==> src/shared/tmc_defines.svh <==
// Register indices, field positions, reset values and timing figures of the temperature control.
`ifndef TMC_DEFINES_SVH
`define TMC_DEFINES_SVH

// Avalon byte address width; the word index is address bits [17:2].
`define TMC_ADDR_W 18
`define TMC_IDX_W 16

// Register indices; the byte address of each is four times its index.
`define TMC_IDX_REF_HI 16'h230A
`define TMC_IDX_REF_LO 16'h230B
`define TMC_IDX_RES_HI 16'h2881
`define TMC_IDX_RES_LO 16'h2882
`define TMC_IDX_CFG 16'h28A0
`define TMC_IDX_TRIG 16'h28B4

// Fields of the configuration byte.
`define TMC_CFG_PER_MSB 2
`define TMC_CFG_PER_LSB 0
`define TMC_CFG_BUSY_BIT 3
`define TMC_CFG_BAT_BIT 4
`define TMC_CFG_PWR_BIT 6
`define TMC_CFG_WMASK 8'hD7
`define TMC_CFG_RST 8'h00

// One-shot trigger bit in its own byte.
`define TMC_TRIG_BIT 6

// Period field codes and the exponent base of the period.
`define TMC_PER_OFF 3'h0
`define TMC_PER_CONT 3'h7
`define TMC_PER_EXP_BASE 3

// Result and reference word layout.
`define TMC_RES_W 11
`define TMC_RES_LO_BITS 3
`define TMC_REF_LO_BITS 8
`define TMC_READ_ZERO 32'h0000_0000

// Timing: clock rate, longest commit time and one second.
`define TMC_CLK_MHZ 50
`define TMC_COMMIT_TIME_US 6000
`define TMC_SECOND_US 1000000
`define TMC_COMMIT_CYCLES (`TMC_COMMIT_TIME_US * `TMC_CLK_MHZ)
`define TMC_SECOND_CYCLES (`TMC_SECOND_US * `TMC_CLK_MHZ)

`endif

==> src/shared/tmc_pkg.sv <==
// Types shared by the temperature measurement control.
`default_nettype none
package tmc_pkg;
	// Measurement sequencer states.
	typedef enum logic [0:0]
	{
		TMC_ST_IDLE = 1'b0,
		TMC_ST_MEAS = 1'b1
	} tmc_state_t;
endpackage
`default_nettype wire

==> src/hw/tmc_top.sv <==
// Temperature measurement sequencer with its Avalon-MM register file.
// Every commit waits out the full worst-case time, so a config write
// shows in readback only once that time has passed; the busy bit tells
// software when. The reference word is not held here: it follows its
// input one cycle late, since the factory value is kept elsewhere.
`timescale 1ns/10ps
`include "tmc_defines.svh"
`default_nettype none

module tmc_top
	import tmc_pkg::*;
#(
	parameter int unsigned COMMIT_CYCLES = `TMC_COMMIT_CYCLES,
	parameter int unsigned SECOND_CYCLES = `TMC_SECOND_CYCLES
)
(
	input wire logic clk_sys_i,
	input wire logic srst_i,
	input wire logic [`TMC_ADDR_W-1:0] avs_address_i,
	input wire logic avs_read_i,
	input wire logic avs_write_i,
	input wire logic [31:0] avs_writedata_i,
	input wire logic [3:0] avs_byteenable_i,
	output logic [31:0] avs_readdata_o,
	output logic avs_waitrequest_o,
	input wire logic sleep_state_i,
	input wire logic meas_done_i,
	input wire logic [`TMC_RES_W-1:0] meas_result_i,
	input wire logic [`TMC_RES_W-1:0] ref_temp_i,
	output logic meas_start_o,
	output logic meas_battery_o,
	output logic sensor_on_main_o
);

	// Counter widths follow the parameters so a short simulation value shrinks them too.
	localparam int CW = $clog2(COMMIT_CYCLES + 1);
	localparam int SW = $clog2(SECOND_CYCLES + 1);

	// The counters cannot serve a zero commit time or a divider below two.
	if (COMMIT_CYCLES < 1 || SECOND_CYCLES < 2)
	begin : g_bad_params
		$error("tmc_top: COMMIT_CYCLES must be >= 1 and SECOND_CYCLES >= 2.");
	end

	// All state of the block in one record.
	typedef struct packed {
		logic [2:0] sync; // Sleep pin synchroniser, oldest stage on top.
		logic sleep; // Filtered sleep state.
		logic waitreq; // Avalon waitrequest.
		logic [31:0] rdata; // Avalon read data.
		logic [7:0] cfg; // Committed configuration byte.
		logic [7:0] staged; // Value being committed.
		logic busy; // Commit in progress.
		logic [CW-1:0] commit_cnt; // Cycles spent committing.
		logic [SW-1:0] sec_div; // One-second divider.
		logic [9:0] period_cnt; // Seconds since the last periodic start.
		logic auto_req; // Periodic measurement due.
		logic trigger; // One-shot trigger bit.
		tmc_state_t state; // Sequencer state.
		logic start; // Start pulse to the converter.
		logic bat; // Battery measurement with this run.
		logic on_main; // Sensor supplied from the main supply.
		logic [`TMC_RES_W-1:0] result; // Last temperature result.
		logic [`TMC_RES_W-1:0] ref_val; // Stored 22 C reference.
	} tmc_regs_t;

	// Reset image: bus stalls, sequencer idle, everything else clear.
	localparam tmc_regs_t REGS_RST = '{waitreq: 1'b1, state: TMC_ST_IDLE, default: '0};

	tmc_regs_t r; // Registered state.
	tmc_regs_t n; // Next state.
	logic sec_tick; // One-cycle enable once per second.
	logic req; // A bus request is present.
	logic [`TMC_IDX_W-1:0] idx; // Word index of the request.
	logic [2:0] per; // Committed period field.

	// Period in seconds for codes one to six.
	function automatic logic [9:0] period_secs(input logic [2:0] code);
		period_secs = 10'(1) << (`TMC_PER_EXP_BASE + 32'(code));
	endfunction

	// Read value of one register; unmapped indices read as zero.
	function automatic logic [31:0] read_mux(input logic [`TMC_IDX_W-1:0] i,
		input tmc_regs_t s);
		read_mux = `TMC_READ_ZERO;
		case (i)
			`TMC_IDX_REF_HI: read_mux[2:0] = s.ref_val[`TMC_RES_W-1:`TMC_REF_LO_BITS];
			`TMC_IDX_REF_LO: read_mux[7:0] = s.ref_val[`TMC_REF_LO_BITS-1:0];
			`TMC_IDX_RES_HI: read_mux[7:0] = s.result[`TMC_RES_W-1:`TMC_RES_LO_BITS];
			`TMC_IDX_RES_LO: read_mux[7:5] = s.result[`TMC_RES_LO_BITS-1:0];
			`TMC_IDX_CFG:
			begin
				read_mux[7:0] = s.cfg;
				read_mux[`TMC_CFG_BUSY_BIT] = s.busy;
			end
			`TMC_IDX_TRIG: read_mux[`TMC_TRIG_BIT] = s.trigger;
			default: read_mux = `TMC_READ_ZERO;
		endcase
	endfunction

	// Next-state logic. Later sections override earlier ones, so a set placed
	// after a clear wins when both land in the same cycle.
	always_comb
	begin
		n = r;
		req = avs_read_i | avs_write_i;
		idx = avs_address_i[`TMC_ADDR_W-1:2];
		per = r.cfg[`TMC_CFG_PER_MSB:`TMC_CFG_PER_LSB];
		n.start = 1'b0;

		// The sleep pin is asynchronous; a change counts once stages two and three agree.
		// The first stage feeds only the second, so its settling time is never seen.
		n.sync = {r.sync[1:0], sleep_state_i};
		if (r.sync[1] == r.sync[2])
		begin
			n.sleep = r.sync[2];
		end

		// The reference word is a factory value; it simply follows its source.
		n.ref_val = ref_temp_i;

		// Asleep the supply select is overridden and the battery always feeds the sensor.
		n.on_main = r.cfg[`TMC_CFG_PWR_BIT] & ~r.sleep;

		// Seconds divider.
		sec_tick = (r.sec_div == SW'(SECOND_CYCLES - 1));
		n.sec_div = sec_tick ? '0 : r.sec_div + 1'b1;

		// Sequencer: one measurement at a time, result copied whole on completion.
		case (r.state)
			TMC_ST_IDLE:
			begin
				// Periodic and continuous runs go on in sleep too; the trigger does not.
				if (r.auto_req || per == `TMC_PER_CONT ||
					(r.trigger && per == `TMC_PER_OFF && !r.sleep))
				begin
					n.start = 1'b1;
					n.bat = r.cfg[`TMC_CFG_BAT_BIT];
					n.auto_req = 1'b0;
					n.state = TMC_ST_MEAS;
				end
			end
			TMC_ST_MEAS:
			begin
				if (meas_done_i)
				begin
					n.result = meas_result_i;
					n.trigger = 1'b0;
					n.state = TMC_ST_IDLE;
				end
			end
			default: n.state = TMC_ST_IDLE;
		endcase

		// Period timer; a due run waits in auto_req while a measurement is busy.
		// The count restarts with each commit, but the seconds divider runs on, so a new
		// period is measured from the last tick before it takes effect, not from the commit.
		if (per == `TMC_PER_OFF || per == `TMC_PER_CONT)
		begin
			n.period_cnt = '0;
		end
		else if (sec_tick)
		begin
			if (r.period_cnt + 10'd1 >= period_secs(per))
			begin
				n.period_cnt = '0;
				n.auto_req = 1'b1;
			end
			else
			begin
				n.period_cnt = r.period_cnt + 10'd1;
			end
		end

		// Slow commit of the configuration byte; the new period restarts the timer.
		// Hardware always spends the longest commit time, which keeps the lockout simple.
		if (r.busy)
		begin
			if (r.commit_cnt == CW'(COMMIT_CYCLES - 1))
			begin
				n.busy = 1'b0;
				n.cfg = r.staged;
				n.period_cnt = '0;
				n.auto_req = 1'b0;
			end
			else
			begin
				n.commit_cnt = r.commit_cnt + 1'b1;
			end
		end

		// Avalon slave: one wait cycle, then the access completes at the edge
		// where waitrequest is low.
		// Read data are taken at the first edge and stand until the next access.
		if (req && r.waitreq)
		begin
			n.waitreq = 1'b0;
			n.rdata = read_mux(idx, r);
		end
		else if (req)
		begin
			n.waitreq = 1'b1;
			if (avs_write_i && avs_byteenable_i[0])
			begin
				// A config write during a commit is dropped, not queued.
				if (idx == `TMC_IDX_CFG && !r.busy)
				begin
					// Busy and the unused bit are read-only; the reserved bit is kept
					// as written, since software keeps it at zero.
					n.staged = avs_writedata_i[7:0] & `TMC_CFG_WMASK;
					n.busy = 1'b1;
					n.commit_cnt = '0;
				end
				// The trigger is taken only with the period off and while awake.
				if (idx == `TMC_IDX_TRIG && avs_writedata_i[`TMC_TRIG_BIT] &&
					per == `TMC_PER_OFF && !r.sleep)
				begin
					n.trigger = 1'b1;
				end
			end
		end
	end

	// State register with synchronous reset.
	always_ff @(posedge clk_sys_i)
	begin
		if (srst_i)
		begin
			r <= REGS_RST;
		end
		else
		begin
			r <= n;
		end
	end

	// Every output is a field of the state record.
	assign avs_readdata_o = r.rdata;
	assign avs_waitrequest_o = r.waitreq;
	assign meas_start_o = r.start;
	assign meas_battery_o = r.bat;
	assign sensor_on_main_o = r.on_main;

	// Helper: an accepted write to the configuration byte.
	logic cfg_wr_done;
	assign cfg_wr_done = avs_write_i && !r.waitreq && avs_byteenable_i[0] &&
		(avs_address_i[`TMC_ADDR_W-1:2] == `TMC_IDX_CFG);

	// An accepted config write raises busy for the whole commit.
	chk_busy_raise: assert property (@(posedge clk_sys_i) disable iff (srst_i)
		cfg_wr_done && !r.busy |=> r.busy && r.commit_cnt == '0)
	else $error("busy flag did not rise on config write");

	// A write during a commit leaves the staged value alone.
	chk_write_locked: assert property (@(posedge clk_sys_i) disable iff (srst_i)
		cfg_wr_done && r.busy |=> $stable(r.staged))
	else $error("config write accepted while busy");

	// The commit never runs past its time and ends by loading the staged byte.
	chk_commit_end: assert property (@(posedge clk_sys_i) disable iff (srst_i)
		r.busy && r.commit_cnt == CW'(COMMIT_CYCLES - 1) |=> !r.busy && r.cfg == $past(r.staged))
	else $error("commit did not finish on time");

	// A due period start reaches the converter two edges later.
	chk_period_start: assert property (@(posedge clk_sys_i) disable iff (srst_i)
		sec_tick && !r.busy && r.state == TMC_ST_IDLE && per != `TMC_PER_OFF &&
		per != `TMC_PER_CONT && r.period_cnt + 10'd1 >= period_secs(per)
		|-> ##2 r.start)
	else $error("periodic measurement not started");

	// Continuous mode restarts as soon as the sequencer is idle.
	chk_continuous: assert property (@(posedge clk_sys_i) disable iff (srst_i)
		r.state == TMC_ST_IDLE && per == `TMC_PER_CONT && !r.busy |=> r.start)
	else $error("continuous measurement not restarted");

	// With the period off, nothing starts without the trigger.
	chk_no_auto: assert property (@(posedge clk_sys_i) disable iff (srst_i)
		per == `TMC_PER_OFF && !r.trigger && !r.auto_req && !r.busy |=> !r.start)
	else $error("measurement started without trigger");

	// The battery flag travels with the start it belongs to.
	chk_bat_follow: assert property (@(posedge clk_sys_i) disable iff (srst_i)
		r.start |-> r.bat == $past(r.cfg[`TMC_CFG_BAT_BIT]))
	else $error("battery option not applied");

	// Awake, the supply output follows the select bit.
	chk_supply_sel: assert property (@(posedge clk_sys_i) disable iff (srst_i)
		!r.sleep ##1 !$past(r.sleep) |-> r.on_main == $past(r.cfg[`TMC_CFG_PWR_BIT]))
	else $error("supply select not followed");

	// Asleep, the sensor is never on the main supply.
	chk_sleep_batt: assert property (@(posedge clk_sys_i) disable iff (srst_i)
		r.sleep |=> !r.on_main)
	else $error("main supply used in sleep");

	// Both halves of the result come from one completion.
	chk_result_both: assert property (@(posedge clk_sys_i) disable iff (srst_i)
		r.state == TMC_ST_MEAS && meas_done_i |=> r.result == $past(meas_result_i))
	else $error("result not captured whole");

	// The trigger drops when its measurement completes, unless set again.
	chk_trig_clear: assert property (@(posedge clk_sys_i) disable iff (srst_i)
		r.state == TMC_ST_MEAS && meas_done_i && !avs_write_i |=> !r.trigger)
	else $error("trigger not cleared");

	// The reference register tracks its source one cycle late. It is checked only
	// from an edge outside reset, because the reset image of the register is zero.
	chk_ref_track: assert property (@(posedge clk_sys_i) disable iff (srst_i)
		!srst_i |=> r.ref_val == $past(ref_temp_i))
	else $error("reference not tracked");

	// Busy stays high until the commit counter has reached its end.
	chk_busy_hold: assert property (@(posedge clk_sys_i) disable iff (srst_i)
		r.busy && r.commit_cnt != CW'(COMMIT_CYCLES - 1) |=> r.busy)
	else $error("busy flag dropped before commit end");

	// Outside a commit the configuration byte never changes.
	chk_cfg_hold: assert property (@(posedge clk_sys_i) disable iff (srst_i)
		!r.busy |=> r.cfg == $past(r.cfg))
	else $error("config byte changed outside a commit");

	// A trigger that is clear while asleep stays clear.
	chk_trig_asleep: assert property (@(posedge clk_sys_i) disable iff (srst_i)
		r.sleep && !r.trigger |=> !r.trigger)
	else $error("trigger set in sleep");

	// A start pulse always belongs to a running measurement, so runs never overlap.
	chk_start_meas: assert property (@(posedge clk_sys_i) disable iff (srst_i)
		r.start |-> r.state == TMC_ST_MEAS)
	else $error("start outside a measurement");

endmodule // tmc_top

`default_nettype wire

==> config.mk <==
export PLATFORM = sky130hd
export DESIGN_NAME = tmc_top
export DESIGN_NICKNAME = d
export VERILOG_FILES = /design/src/shared/tmc_pkg.sv /design/src/hw/tmc_top.sv
export VERILOG_INCLUDE_DIRS = /design/src /design/src/shared
export SDC_FILE = /design/constraint.sdc
export NUM_CORES = 1
export LEC_CHECK = 0
export BUFFER_PORTS_ARGS = -buffer_cell sky130_fd_sc_hd__buf_2
export CAP_MARGIN = 20
export CORE_AREA = 10 10 120 122
export CTS_BUF_LIST = sky130_fd_sc_hd__clkbuf_4 sky130_fd_sc_hd__clkbuf_8
export DETAILED_ROUTE_END_ITERATION = 10
export DIE_AREA = 0 0 130 132
export GPL_TIMING_DRIVEN = 1
export PLACE_DENSITY_LB_ADDON = 0.1
export SYNTH_ARGS = -nofsm -noshare
export SYNTH_HDL_FRONTEND = slang
export SYNTH_SLANG_ARGS = --single-unit
==> constraint.sdc <==
create_clock -name clk_sys_i -period 3.15 [get_ports clk_sys_i]
set_input_delay 0.63 -clock clk_sys_i [delete_from_list [all_inputs] [get_ports clk_sys_i]]
set_output_delay 0.63 -clock clk_sys_i [all_outputs]
set_load 0.01 [all_outputs]
**Word level (Yosys, flattened, before mapping)**

Index checks and enable logic that the tools add are counted.
W data, S select, Z words.

- Register bits: 109
- Input port bits: 82
- Output and inout bits: 36
- Logic and storage cells: 91

- Add/subtract/negate cells: 4
- Order comparisons: 1
- Eq/ne operators: 10
- Shift operators: 1
- Muxes and demuxes: 31
- Bitwise logic cells: 5
- Reductions and logical operators: 21

Operator list:

| operator | number |
|---|---|
| $mux W20 | 5 |
| $eq A16 B14 Y1 const B | 6 |
| $mux W11 | 3 |
| $add A26 B1 Y26 const B | 1 |
| $eq A26 B26 Y1 const B | 1 |
| $mux W10 | 2 |
| $add A19 B1 Y19 const B | 1 |
| $eq A19 B19 Y1 const B | 1 |
| $mux W19 | 1 |
| $mux W1 | 12 |
| $pmux W3 S4 | 1 |
| $add A10 B1 Y10 const B | 1 |
| $ge A10 B10 Y1 | 1 |
| $shl A1 B4 Y10 const A | 1 |
| $logic_and A1 B1 Y1 | 8 |
| $pmux W2 S3 | 1 |
| $reduce_and A2 Y1 | 3 |
| $pmux W1 S5 | 1 |
| $add A2 B3 Y4 const A | 1 |
| $pmux W1 S4 | 1 |
| $reduce_and A4 Y1 | 1 |
| $reduce_or A2 Y1 | 2 |
| $eq A3 B3 Y1 const B | 1 |
| $logic_not A3 Y1 | 1 |
| 11 further kinds | 16 |

**Depth between registers and ports, before layout**

Gate-level depths: netlist of run 1.

- Depth in word-level cells: 11
- Depth in mapped cells: 12
- Mapped depth without buffers: 10

**Worst setup path before layout of run 1**

Ideal clock, no wire load.

- Kind: reg-to-reg
- From: register r (netlist bit per[0])
- To: register r[31] (netlist name)
- Library setup time: 0.074 ns
- Arrival time: 2.695 ns
- Path slack: 0.380 ns
- Cell stages (with the launch flop): 12
- Buffers on the path: 2
- Period minus slack after synthesis: 2.770 ns
- Cell sequence: dfxtp_1 -> clkbuf_1 -> nor2_1 -> ha_1 -> or3_1 -> ha_1 -> o211ai_1 -> o221ai_1 -> a21oi_1 -> clkbuf_1 -> nand3_1 -> a31oi_1

- Cells in the longest elaborated chain, start to end: 8
- Elaborated cells between the ends (all ways): 11
- Classes of those cells: 1 x add/sub; 1 x order compare; 1 x eq/ne; 1 x shift; 5 x mux; 2 x reduce/logical

RTL lines:

| item | line | text |
|---|---|---|
| start: declaration | tmc_top.sv:70 | `tmc_regs_t r;` |
| start signal: assignment | tmc_top.sv:233 | `r <= n;` |
| $add A2 B3 Y4 (no source line) | -- |  |
| $shl A1 B4 Y10 | tmc_top.sv:79 | `` period_secs = 10'(1) << (`TMC_PER_EXP_BASE + 32'(code)); `` |
| $ge A10 B10 Y1 | tmc_top.sv:164 | `if (r.period_cnt + 10'd1 >= period_secs(per))` |
| $mux W10 | tmc_top.sv:164 |  |
| $mux W11 | tmc_top.sv:162 | `else if (sec_tick)` |
| $mux W10 * | tmc_top.sv:158 | `` if (per == `TMC_PER_OFF \|\| per == `TMC_PER_CONT) `` |
| $mux W11 | tmc_top.sv:179 | `if (r.commit_cnt == CW'(COMMIT_CYCLES - 1))` |
| $mux W11 * | tmc_top.sv:177 | `if (r.busy)` |

Every way passes the cells marked *; elsewhere a longest branch is shown, timed or not.
A chain may end at the register's enable or synchronous reset.

**Worst setup path after layout of run 1**

- From: register r (netlist bit per[2])
- To: register r[27] (netlist name)

- Cells in the longest elaborated chain, start to end: 11
- Elaborated cells between the ends (all ways): 17
- Classes of those cells: 1 x add/sub; 1 x order compare; 1 x eq/ne; 1 x shift; 7 x mux; 6 x reduce/logical

RTL lines:

| item | line |
|---|---|
| parallel branches: the longest is 8 deep, another holds $ge A10 B10 Y1 | -- |
| $mux W1 * | tmc_top.sv:158 |
| $mux W11 | tmc_top.sv:179 |
| $mux W11 * | tmc_top.sv:177 |

Mark *: on every way between the ends.

==> results of run 1 <==
==> layout by cell type, fill, tap and decap left out, types with 3 or more instances in the layout <==
| master | Yosys | routed |
|---|---|---|
| nor3b_1 | 3 | 3 |
| nand3_1 | 36 | 36 |
| clkinv_4 | 0 | 3 |
| mux2i_1 | 16 | 16 |
| buf_4 | 32 | 13 |
| a22o_1 | 3 | 3 |
| o2111ai_1 | 3 | 3 |
| a222oi_1 | 3 | 3 |
| nor2b_1 | 18 | 18 |
| o21ai_0 | 12 | 12 |
| xor2_1 | 36 | 36 |
| and2_1 | 5 | 5 |
| a31oi_1 | 8 | 8 |
| nand4_1 | 15 | 15 |
| clkbuf_8 | 0 | 9 |
| ha_1 | 13 | 13 |
| xnor2_1 | 9 | 9 |
| and3_1 | 11 | 11 |
| inv_1 | 13 | 13 |
| nand2_1 | 66 | 66 |
| nand3b_1 | 4 | 4 |
| o211ai_1 | 3 | 3 |
| o221a_2 | 3 | 3 |
| o31ai_1 | 4 | 4 |
| buf_2 | 0 | 62 |
| a21oi_1 | 30 | 30 |
| a211oi_1 | 5 | 5 |
| nor3_1 | 18 | 18 |
| nor2_1 | 73 | 73 |
| nor4_1 | 5 | 5 |
| or3_1 | 6 | 6 |
| dfxtp_1 | 109 | 109 |
| conb_1 | 1 | 24 |
| nand4b_1 | 3 | 3 |
==> flip-flops by register name, summed over array words and instances (netlist names) <==
register	flops
sensor_on_main_o	1
per	3
meas_start_o	1
avs_waitrequest_o	1
meas_battery_o	1
r	92
n	2
avs_readdata_o	8
==> cell families after synthesis <==
family                   Yosys count  share of synthesized area (%)
AO/OA/AOI/OAI                     83                           10.2
multiplexers                      16                           3.03
buffers and inverters             71                           8.05
adder cells (fa/ha/maj)           13                           3.08
XOR/XNOR                          45                           7.46
AND/OR/NAND/NOR                  279                           26.8
other                              1                         0.0710
flip-flops                       109                           41.3
==> power by group <==
group | leakage [nW] | internal, mW | total (mW) | switching (mW)
logic | 1.21 | 0.0522 | 0.131 | 0.0792
clock network | 0.0864 | 0.297 | 0.800 | 0.503
registers | 0.883 | 1.40 | 1.41 | 0.00938
total | 2.18 | 1.75 | 2.34 | 0.591
==> layer usage <==
metal | wire length [µm] | vias up
met3 | 748 | 9
met5 | 0 | -
met4 | 145 | 0
li1 | - | 2198
met1 | 5350 | 2024
met2 | 5590 | 79
==> stage by stage <==
step / hold WS (ns) / util [%] / cell area (µm²)
finish: 0.453 / 48.4 / 5770
global route: 0.433 / 48.4 / 5770
CTS: 0.427 / 48.4 / 5770
detailed placement: 0.439 / 46.9 / 5590
global placement: 0.429 / 46.9 / 5590
floorplan: 0.414 / - / 5370
==> worst max path at each step <==
stage	from	to	slack, ns	cells past startpoint
finish	per[2]$_SDFFE_PP0P_	r[27]$_SDFF_PP0_	0.47	10
global route	per[2]$_SDFFE_PP0P_	r[27]$_SDFF_PP0_	0.27	10
CTS	per[2]$_SDFFE_PP0P_	r[27]$_SDFF_PP0_	0.47	10
detailed placement	avs_address_i[14]	r[85]$_SDFFE_PP0P_	0.48	7
global placement	avs_address_i[14]	r[91]$_SDFFE_PP0P_	0.52	7
floorplan	per[0]$_SDFFE_PP0P_	r[31]$_SDFF_PP0_	0.38	11
==> layout make-up <==
type	instances	area, µm²
Inverter	13	48.8
Multi-Input combinational cell	460	2760
Fill cell	1202	6140
Tap cell	147	184
Clock buffer	9	124
Clock inverter	7	58.8
Sequential cell	109	2180
Timing Repair Buffer	75	408
==> impl_results.md, run 1 <==
* FP Rows at 40
* Antenna Nets Post-Route at 0
* Postcts setup bufs at 0
* Data required time of the worst path at 3.44 ns
* Drt drc at 0
* Root Driver: clkbuf_8
* Critical-path cell list: inv_1, ha_1, or3_1, ha_1, o211ai_1, o221ai_1, a21oi_1, buf_4, nor3_1, a31o_2
* Synth top area share at 41.3%
* Detailed Route WL at 11.8 mm
* CP delay by family, top: compound AO/OA/AOI/OAI gates
* CTS Buf Count at 9
* Drt first pass iters at 5
* H-tree depth at 3
* Max Slew Vio Count at 0
* Full die area at 17200 µm²
* Antenna violations before repair at 0
* Seq cells post-synth at 109
* Chip Height at 132 µm
* IO buf count at 62
* Setup violations, final at 0
* Hold Path Sink: r[0]$_SDFF_PP0_
* Synthesized area at 5280 µm²
* Reg2reg setup slack at 0.47 ns
* WHS Path Cells at 2
* Synthesis-to-finish area growth at 9.16%
* Nature of the critical path endpoint: register
* Resize count post-CTS at 0
* Met1 Use GR at 16.8%
* Final Hold Viols at 0
* Synth cell count leaders: 109 x dfxtp_1, 73 x nor2_1, 66 x nand2_1
* Clock sinks at 109
* Worst Reg2Reg Path Length in Cells at 10
* Worst-Margin Slew at 0.663 ns
* Initial Util at 44.4%
* Clock latency on the worst-skew pair at 0.39 ns
* Worst-case clock buffer depth at 2
* Fmax at 374 MHz
* Layout cell share with drive strength beyond 1 at 14.9%
* Vias in the first global route at 4183
* CP dominant cell by count: ha_1
* Lkg Pwr at 2.18 nW
* Ys flop type: dfxtp_1
* Reg clk slew, reported paths at 0.10 ns
* Setup Skew at 0.0107 ns
* FF-to-FF End: r[27]$_SDFF_PP0_
* Largest cells by area after synthesis: dfxtp_1 41%, xor2_1 6.0%, nor2_1 5.2%
* RSZ-0062 raised after global routing: false
* Largest net degree at the start of global routing at 50
* Status: complete, no violations
* Max transition margin at 55.5%
* Area leader, netlist: dfxtp_1
* Layout net count at 763
* Final TNS setup at 0 ns
* CTS tree: yes
* Routed wire per std cell at 14.4 µm
* Gr usage total at 14.0%
* Post-synth ARST share at 0%
* GP Congestion at 0.823
* Period minus WS final at 2.68 ns
* Synth unique cells at 55
* Vias at 4310
* Slowest stage cell on the critical path: dfxtp_1
* HPWL Detailed at 8.82 mm
* Hold buffer count at CTS at 0
* Startpoint types: register
* EDFF count, synth at 0
* Total Power at 2.34 mW
* Vias per Instance at 5.26
* Ys Warns at 0
* Hold Startpoint: ref_temp_i[0]
* Max-Cap Viols at 0
* Average cell area after synthesis at 8.56 µm²
* Post-place setup slack at 0.484 ns
* Reg-to-reg critical path startpoint: per[2]$_SDFFE_PP0P_
* GRT Max-Usage Layer: met2
* Grt total ovfl at 0
* Sequential element share of the synthesized area at 41.3%
* Cells after DPL at 804
* Non-filler cells in the finished layout at 820
* Chip width at 130 µm
* Worst vdd ir at 0.221 mV
* Ant. Diodes at 0
* Max stage delay on crit path at 0.45 ns
* CP Max Fanout at 15
* Crit share post-route at 84.9%
* PwrDens at 405 nW/µm²
* Fin worst setup slack at 0.474 ns
* Hold Crit Class: in -> reg
* Cell with the most instances after synthesis: dfxtp_1
* CORE AREA at 11900 µm²
* DR iter-0 viols at 225
* Crit path DAT at 2.97 ns
* First-pass GRT wire length at 19.9 mm
* Met3 usage at 4.51%
* Io pins at 118
* Mapped Cells at 617
* Worst Setup Path Type: reg -> reg
* CP bufs+invs at 2
* Met2 usage at 23.2%
Power figures use the tool's default switching activity.
==> run 2, diff against run 1 <==
ABC_AREA = 1   (was default)
CORE_AREA = 10 10 125 127   (was 10 10 120 122)
DIE_AREA = 0 0 135 137   (was 0 0 130 132)
clock period = 2.8 ns   (was 3.15 ns; I/O delays follow)
==> run 2 against run 1 <==
Maximum frequency is 6.5% higher. Register-to-register slack worse by 0.19 ns. Total power is 16% higher. Cell area is 10% higher.
==> impl_results.md, run 2 <==
* Cell with the most instances after synthesis: nand2_1
* Post-synth ARST share at 0% (unchanged)
* Largest cells by area after synthesis: dfxtp_1 37%, nand2_1 10%, nor2_1 8.5%
* H-tree depth at 3 (unchanged)
* Fillers at 1337 (+11%)
* Synth top area share at 37.4% (-3.9 points)
* RSZ-0062 raised after global routing: false
* Vias at 5060 (+17%)
* Ys flop type: dfxtp_1
* Fmax at 398 MHz (+6.5%)
* Ys Warns at 0 (unchanged)
* Synth unique cells at 46 (-16%)
* Reg2reg setup slack at 0.29 ns (-0.19 ns)
* Gr usage total at 14.6% (+0.53 points)
* FP Rows at 42 (+5.0%)
* Max Slew Vio Count at 0 (unchanged)
* Worst Setup Path Type: reg -> reg
* Root Driver: clkbuf_8
* Largest register FFs at 92 (unchanged)
* Clock sinks at 109 (unchanged)
* Mapped Cells at 836 (+35%)
* Ant. Diodes at 0 (unchanged)
* Max transition margin at 50.2% (-5.3 points)
* Layout cell share with drive strength beyond 1 at 13.8% (-1.1 points)
* Io pins at 118 (unchanged)
* Commonest non-fill, non-tap cell in the layout: nand2_1
* Antenna Nets Post-Route at 0 (unchanged)
* Antenna violations before repair at 0 (unchanged)
* Synthesized area at 5840 µm² (+11%)
* Full die area at 18500 µm² (+7.8%)
* Postcts setup bufs at 0 (unchanged)
* Synth cell count leaders: 161 x nand2_1, 133 x nor2_1, 109 x dfxtp_1
* Startpoint types: register
* Worst Hold Slack at 0.371 ns (-0.0818 ns)
* Initial Util at 44.6% (+0.28 points)
* Crit share post-route at 89.7% (+4.8 points)
* Crit path DAT at 2.83 ns (-0.14 ns)
* Commonest non-fill, non-tap cells in the layout: 161 x nand2_1, 133 x nor2_1, 109 x dfxtp_1
* Final TNS setup at 0 ns (unchanged)
* Detailed Route WL at 13.2 mm (+12%)
* First-pass GRT wire length at 22.3 mm (+12%)
* Nature of the critical path endpoint: register
* Routed wire per std cell at 12.4 µm (-14%)
* Data required time of the worst path at 3.11 ns (-0.33 ns)
* Period minus WS final at 2.51 ns (-0.163 ns)
* Drt drc at 0 (unchanged)
* Chip Height at 137 µm (+3.8%)
* Chip width at 135 µm (+3.8%)
* EDFF count, synth at 0 (unchanged)
* Largest net degree at the start of global routing at 33 (-34%)
* Synthesis-to-finish area growth at 9.06% (about the same)
* Worst-case clock buffer depth at 2 (unchanged)
* Setup violations, final at 0 (unchanged)
* HPWL Detailed at 10.3 mm (+17%)
* Sequential element share of the synthesized area at 37.4% (-3.9 points)
* Worst vdd ir at 0.284 mV (+28%)
* Seq cells post-synth at 109 (unchanged)
* Clock latency on the worst-skew pair at 0.38 ns (about the same)
* IO buf count at 62 (unchanged)
* GP Congestion at 0.855 (+4.0%)
* Final Hold Viols at 0 (unchanged)
* Hold Crit Class: in -> reg
* Worst-Margin Slew at 0.744 ns (+0.0812 ns)
* CORE AREA at 13100 µm² (+9.9%)
* CTS Buf Count at 9 (unchanged)
* Drt first pass iters at 5 (unchanged)
* Area leader, netlist: dfxtp_1
* Grt total ovfl at 0 (unchanged)
* Hold buffer count at CTS at 0 (unchanged)
* Average cell area after synthesis at 6.99 µm² (-18%)
* Vias in the first global route at 4811 (+15%)
* CTS tree: yes
* Max-Cap Viols at 0 (unchanged)
* Reg clk slew, reported paths at 0.10 ns (about the same)
* Resize count post-CTS at 0 (unchanged)
* DR iter-0 viols at 303 (+35%)
* Lkg Pwr at 2.65 nW (+21%)
* CP Max Fanout at 9 (-6)
* Biggest register: r
* PwrDens at 424 nW/µm² (+4.6%)
* Layout net count at 985 (+29%)
* Setup Skew at 0.0124 ns (+0.00170 ns)
* Status: complete, no violations
* Vias per Instance at 4.73 (-10%)
-- run 2: metrics by stage --
step                      utilization (%)  total power, mW  cell area [µm²]  worst slack (ns)  instances
final                                48.7             2.70             6370             0.288       1070
after global routing                 48.7             2.82             6370            0.0216       1070
after detailed placement             47.2             1.76             6170             0.296       1055
after CTS                            48.7             2.74             6370             0.262       1070
after global placement               47.2             1.75             6170             0.356       1055
after floorplan                         -             1.72             5930             0.543        859
-- run 2: cells by family after synthesis --
group	share of synthesized area [%]
AO/OA/AOI/OAI	10.4
XOR/XNOR	3.90
adder cells (fa/ha/maj)	2.78
buffers and inverters	12.4
flip-flops	37.4
other	0.0642
AND/OR/NAND/NOR	33.1
-- run 2: routing by layer --
layer	share of wire, %	wire length [µm]	track usage (%)
met1	48	6360	18.3
met2	47	6200	23.8
met3	4.5	589	4.66
met4	0.60	80	3.35
met5	0	0	0
-- run 2: final timing paths --
path                startpoint           endpoint  depth (start not counted)
max           r[29]$_SDFF_PP0_   r[36]$_SDFF_PP0_                         14
min              ref_temp_i[5]    r[5]$_SDFF_PP0_                          3
max reg2reg   r[29]$_SDFF_PP0_   r[36]$_SDFF_PP0_                         14
min reg2reg  n[135]$_SDFF_PP0_  n[136]$_SDFF_PP0_                          2
-- run 2: power breakdown --
group	switching (mW)	total, mW	internal [mW]
logic	0.0954	0.147	0.0511
registers	0.00839	1.58	1.57
clock network	0.557	0.977	0.420
-- run 2: area by class of cell --
cell class	count	area (µm²)	area share, %
timing repair buffer	68	355	5.58
clock buffer	9	124	1.94
tap	176	220	3.46
inverter	105	394	6.19
sequential	109	2180	34.3
multi-input combinational	597	3020	47.4
clock inverter	6	72.6	1.14
-- run 2: worst max-delay path: stages, from the launching register on --
cell	delay (ns)
dfxtp_1	0.42
ha_1	0.21
nand3_1	0.13
nor2_1	0.15
nand2_1	0.09
nor2_1	0.12
xor2_1	0.22
ha_1	0.26
nand2_1	0.08
nor2_1	0.05
nor2_1	0.08
nand3_1	0.21
nor2_8	0.22
nand2_1	0.09
a21oi_2	0.12
==> run 3, diff against run 2 <==
ABC_AREA = default   (was 1)
CORE_AREA = 10 10 120 122   (was 10 10 125 127)
DIE_AREA = 0 0 130 132   (was 0 0 135 137)
==> run 3 against run 2 <==
Largest cell class unchanged. Maximum frequency fell by 3.5%. Cell area fell by 8.4%. Total power fell by 1.5%. Register-to-register slack got worse by 0.09 ns. Die area fell by 7.2%. Sequential power barely moved. Core utilization rose by 0.32 points. Critical path depth fell by 4.
==> impl_results.md, run 3 (synthesis gave the netlist of run 1 again) <==
* Status: complete, no violations
* Period minus WS final at 2.60 ns (+0.0911 ns)
* CTS Buf Count at 9 (unchanged)
* Vias at 4251 (-16%)
* Gr usage total at 14.0% (-0.52 points)
* Largest net degree at the start of global routing at 31 (-6.1%)
* Full die area at 17200 µm² (-7.2%)
* Detailed Route WL at 11.9 mm (-9.7%)
* GRT Max-Usage Layer: met2
* Hold Path Sink: r[4]$_SDFF_PP0_
* Drt drc at 0 (unchanged)
* Layout cell share with drive strength beyond 1 at 16.0% (+2.2 points)
* DR iter-0 viols at 247 (-18%)
* Root Driver: clkbuf_8
* Fillers at 1198 (-10%)
* Synthesis-to-finish area growth at 10.5%
* RSZ-0062 raised after global routing: false
* FP Rows at 40 (-4.8%)
* Crit share post-route at 93.0% (+3.3 points)
* Vias per Instance at 5.13 (+8.6%)
* Biggest register: r
* Clock sinks at 109 (unchanged)
* Worst Reg2Reg Path Length in Cells at 10 (-4)
* Met2 usage at 23.2% (-0.62 points)
* Final Hold Viols at 0 (unchanged)
* GP Congestion at 0.810 (-5.3%)
* FF-to-FF End: r[29]$_SDFF_PP0_
* IO buf count at 62 (unchanged)
* Commonest non-fill, non-tap cell in the layout: dfxtp_1
* Max-Cap Viols at 0 (unchanged)
* Startpoint types: register
* PwrDens at 456 nW/µm² (+7.5%)
* Lkg Pwr at 2.23 nW (-16%)
* Worst Setup Path Type: reg -> reg
* Chip Height at 132 µm (-3.6%)
* Ant. Diodes at 0 (unchanged)
* Multi-input gate area at 2770 µm² (-8.4%)
* Worst vdd ir at 0.280 mV (-1.2%)
* Reg-to-reg critical path startpoint: per[0]$_SDFFE_PP0P_
* HPWL Detailed at 9.13 mm (-12%)
* Max Slew Vio Count at 0 (unchanged)
* Data required time of the worst path at 3.12 ns (about the same)
* Layout net count at 771 (-22%)
* Hold Startpoint: ref_temp_i[4]
* Worst-case clock buffer depth at 2 (unchanged)
* CORE AREA at 11900 µm² (-9.0%)
* Non-filler cells in the finished layout at 828 (-23%)
* H-tree depth at 3 (unchanged)
* First-pass GRT wire length at 20.1 mm (-10%)
* Vias in the first global route at 4181 (-13%)
* Routed wire per std cell at 14.4 µm (+17%)
* Grt total ovfl at 0 (unchanged)
* Chip width at 130 µm (-3.7%)
* Commonest non-fill, non-tap cells in the layout: 109 x dfxtp_1, 73 x nor2_1, 66 x nand2_1
* Reg2reg setup slack at 0.20 ns (-0.09 ns)
* Setup Skew at 0.0104 ns (-0.00201 ns)
* Io pins at 118 (unchanged)
* Largest register FFs at 92 (unchanged)
* Crit path DAT at 2.92 ns (+0.09 ns)
* CTS tree: yes
* Hold Crit Class: in -> reg
* Hold buffer count at CTS at 0 (unchanged)
* Storage cell area at 2180 µm² (unchanged)
* Final core utilization at 49.0% (+0.32 points)
* CP Max Fanout at 7 (-2)
* Final TNS setup at 0 ns (unchanged)
* Worst-Margin Slew at 0.672 ns (-0.0719 ns)
* Cells after DPL at 810 (-23%)
* Setup violations, final at 0 (unchanged)
* Met3 usage at 3.74% (-0.91 points)
* Nature of the critical path endpoint: register
* Max transition margin at 54.9% (+4.7 points)
* WHS Path Cells at 2 (-1)
* Antenna Nets Post-Route at 0 (unchanged)
* Fmax at 384 MHz (-3.5%)
* Initial Util at 44.4% (-0.28 points)
* Antenna violations before repair at 0 (unchanged)
* Reg clk slew, reported paths at 0.10 ns (about the same)
* Worst Hold Slack at 0.380 ns (+0.00847 ns)
* Drt first pass iters at 4 (-1)
* Met1 Use GR at 17.3% (-1.0 points)
* Clock latency on the worst-skew pair at 0.39 ns (about the same)
==> run 3: changes by cell type in the layout (fill, tap and decap cells not counted), moves of 18 or more <==
cell     delta
nand3_1    -25
nor2_1     -60
nor2b_1    +18
o21ai_0    -20
nand2_1    -95
inv_1      -87
==> run 3: timing repair <==
item                       4_1_cts  5_1_grt
buffers inserted                 0        1
resized for setup                0        3
setup endpoints to repair        0        3
==> run 3: worst max path at each step <==
stage	startpoint	to	slack, ns	cells past startpoint
detailed placement	per[0]$_SDFFE_PP0P_	r[33]$_SDFF_PP0_	0.23	10
CTS	per[0]$_SDFFE_PP0P_	r[33]$_SDFF_PP0_	0.18	10
global placement	avs_address_i[14]	avs_readdata_o[1]$_SDFFE_PP0P_	0.26	7
global route	per[0]$_SDFFE_PP0P_	r[29]$_SDFF_PP0_	0.06	11
floorplan	per[0]$_SDFFE_PP0P_	r[31]$_SDFF_PP0_	0.03	11
finish	per[0]$_SDFFE_PP0P_	r[29]$_SDFF_PP0_	0.20	10
==> run 3: cell type report <==
| class | instances | area share [%] |
|---|---|---|
| tap | 147 | 3.15 |
| multi-input combinational | 460 | 47.4 |
| clock inverter | 7 | 1.14 |
| timing repair buffer | 83 | 7.97 |
| clock buffer | 9 | 2.12 |
| sequential | 109 | 37.4 |
| inverter | 13 | 0.836 |
==> run 3: power by group <==
part / internal (mW) / switching [mW] / total, mW
registers: 1.57 / 0.0108 / 1.58
logic: 0.0586 / 0.0895 / 0.148
clock network: 0.347 / 0.581 / 0.928
total: 1.98 / 0.681 / 2.66
==> run 3: routing by layer <==
| metal | share of wire (%) | wire length, µm |
|---|---|---|
| met1 | 45 | 5390 |
| met2 | 48 | 5790 |
| met3 | 5.1 | 613 |
| met4 | 1.2 | 145 |
| met5 | 0 | 0 |
==> run 3: through the flow <==
stage / setup slack, ns / power, mW / cell area (µm²)
6_report: 0.197 / 2.66 / 5840
5_1_grt: 0.0588 / 2.78 / 5840
4_1_cts: 0.177 / 2.71 / 5820
3_5_place_dp: 0.226 / 1.77 / 5630
3_3_place_gp: 0.261 / 1.76 / 5630
2_1_floorplan: 0.0305 / 1.74 / 5370
==> run 3: worst max-delay path: stages (launching register included) <==
cell and delay, ns:
dfxtp_1 0.32, nor2_1 0.21, ha_1 0.31, or3_1 0.33, ha_1 0.30, a31oi_1 0.20, o221ai_1 0.18, a21oi_2 0.20
buf_2 0.22, nand3_1 0.10, a21oi_1 0.16
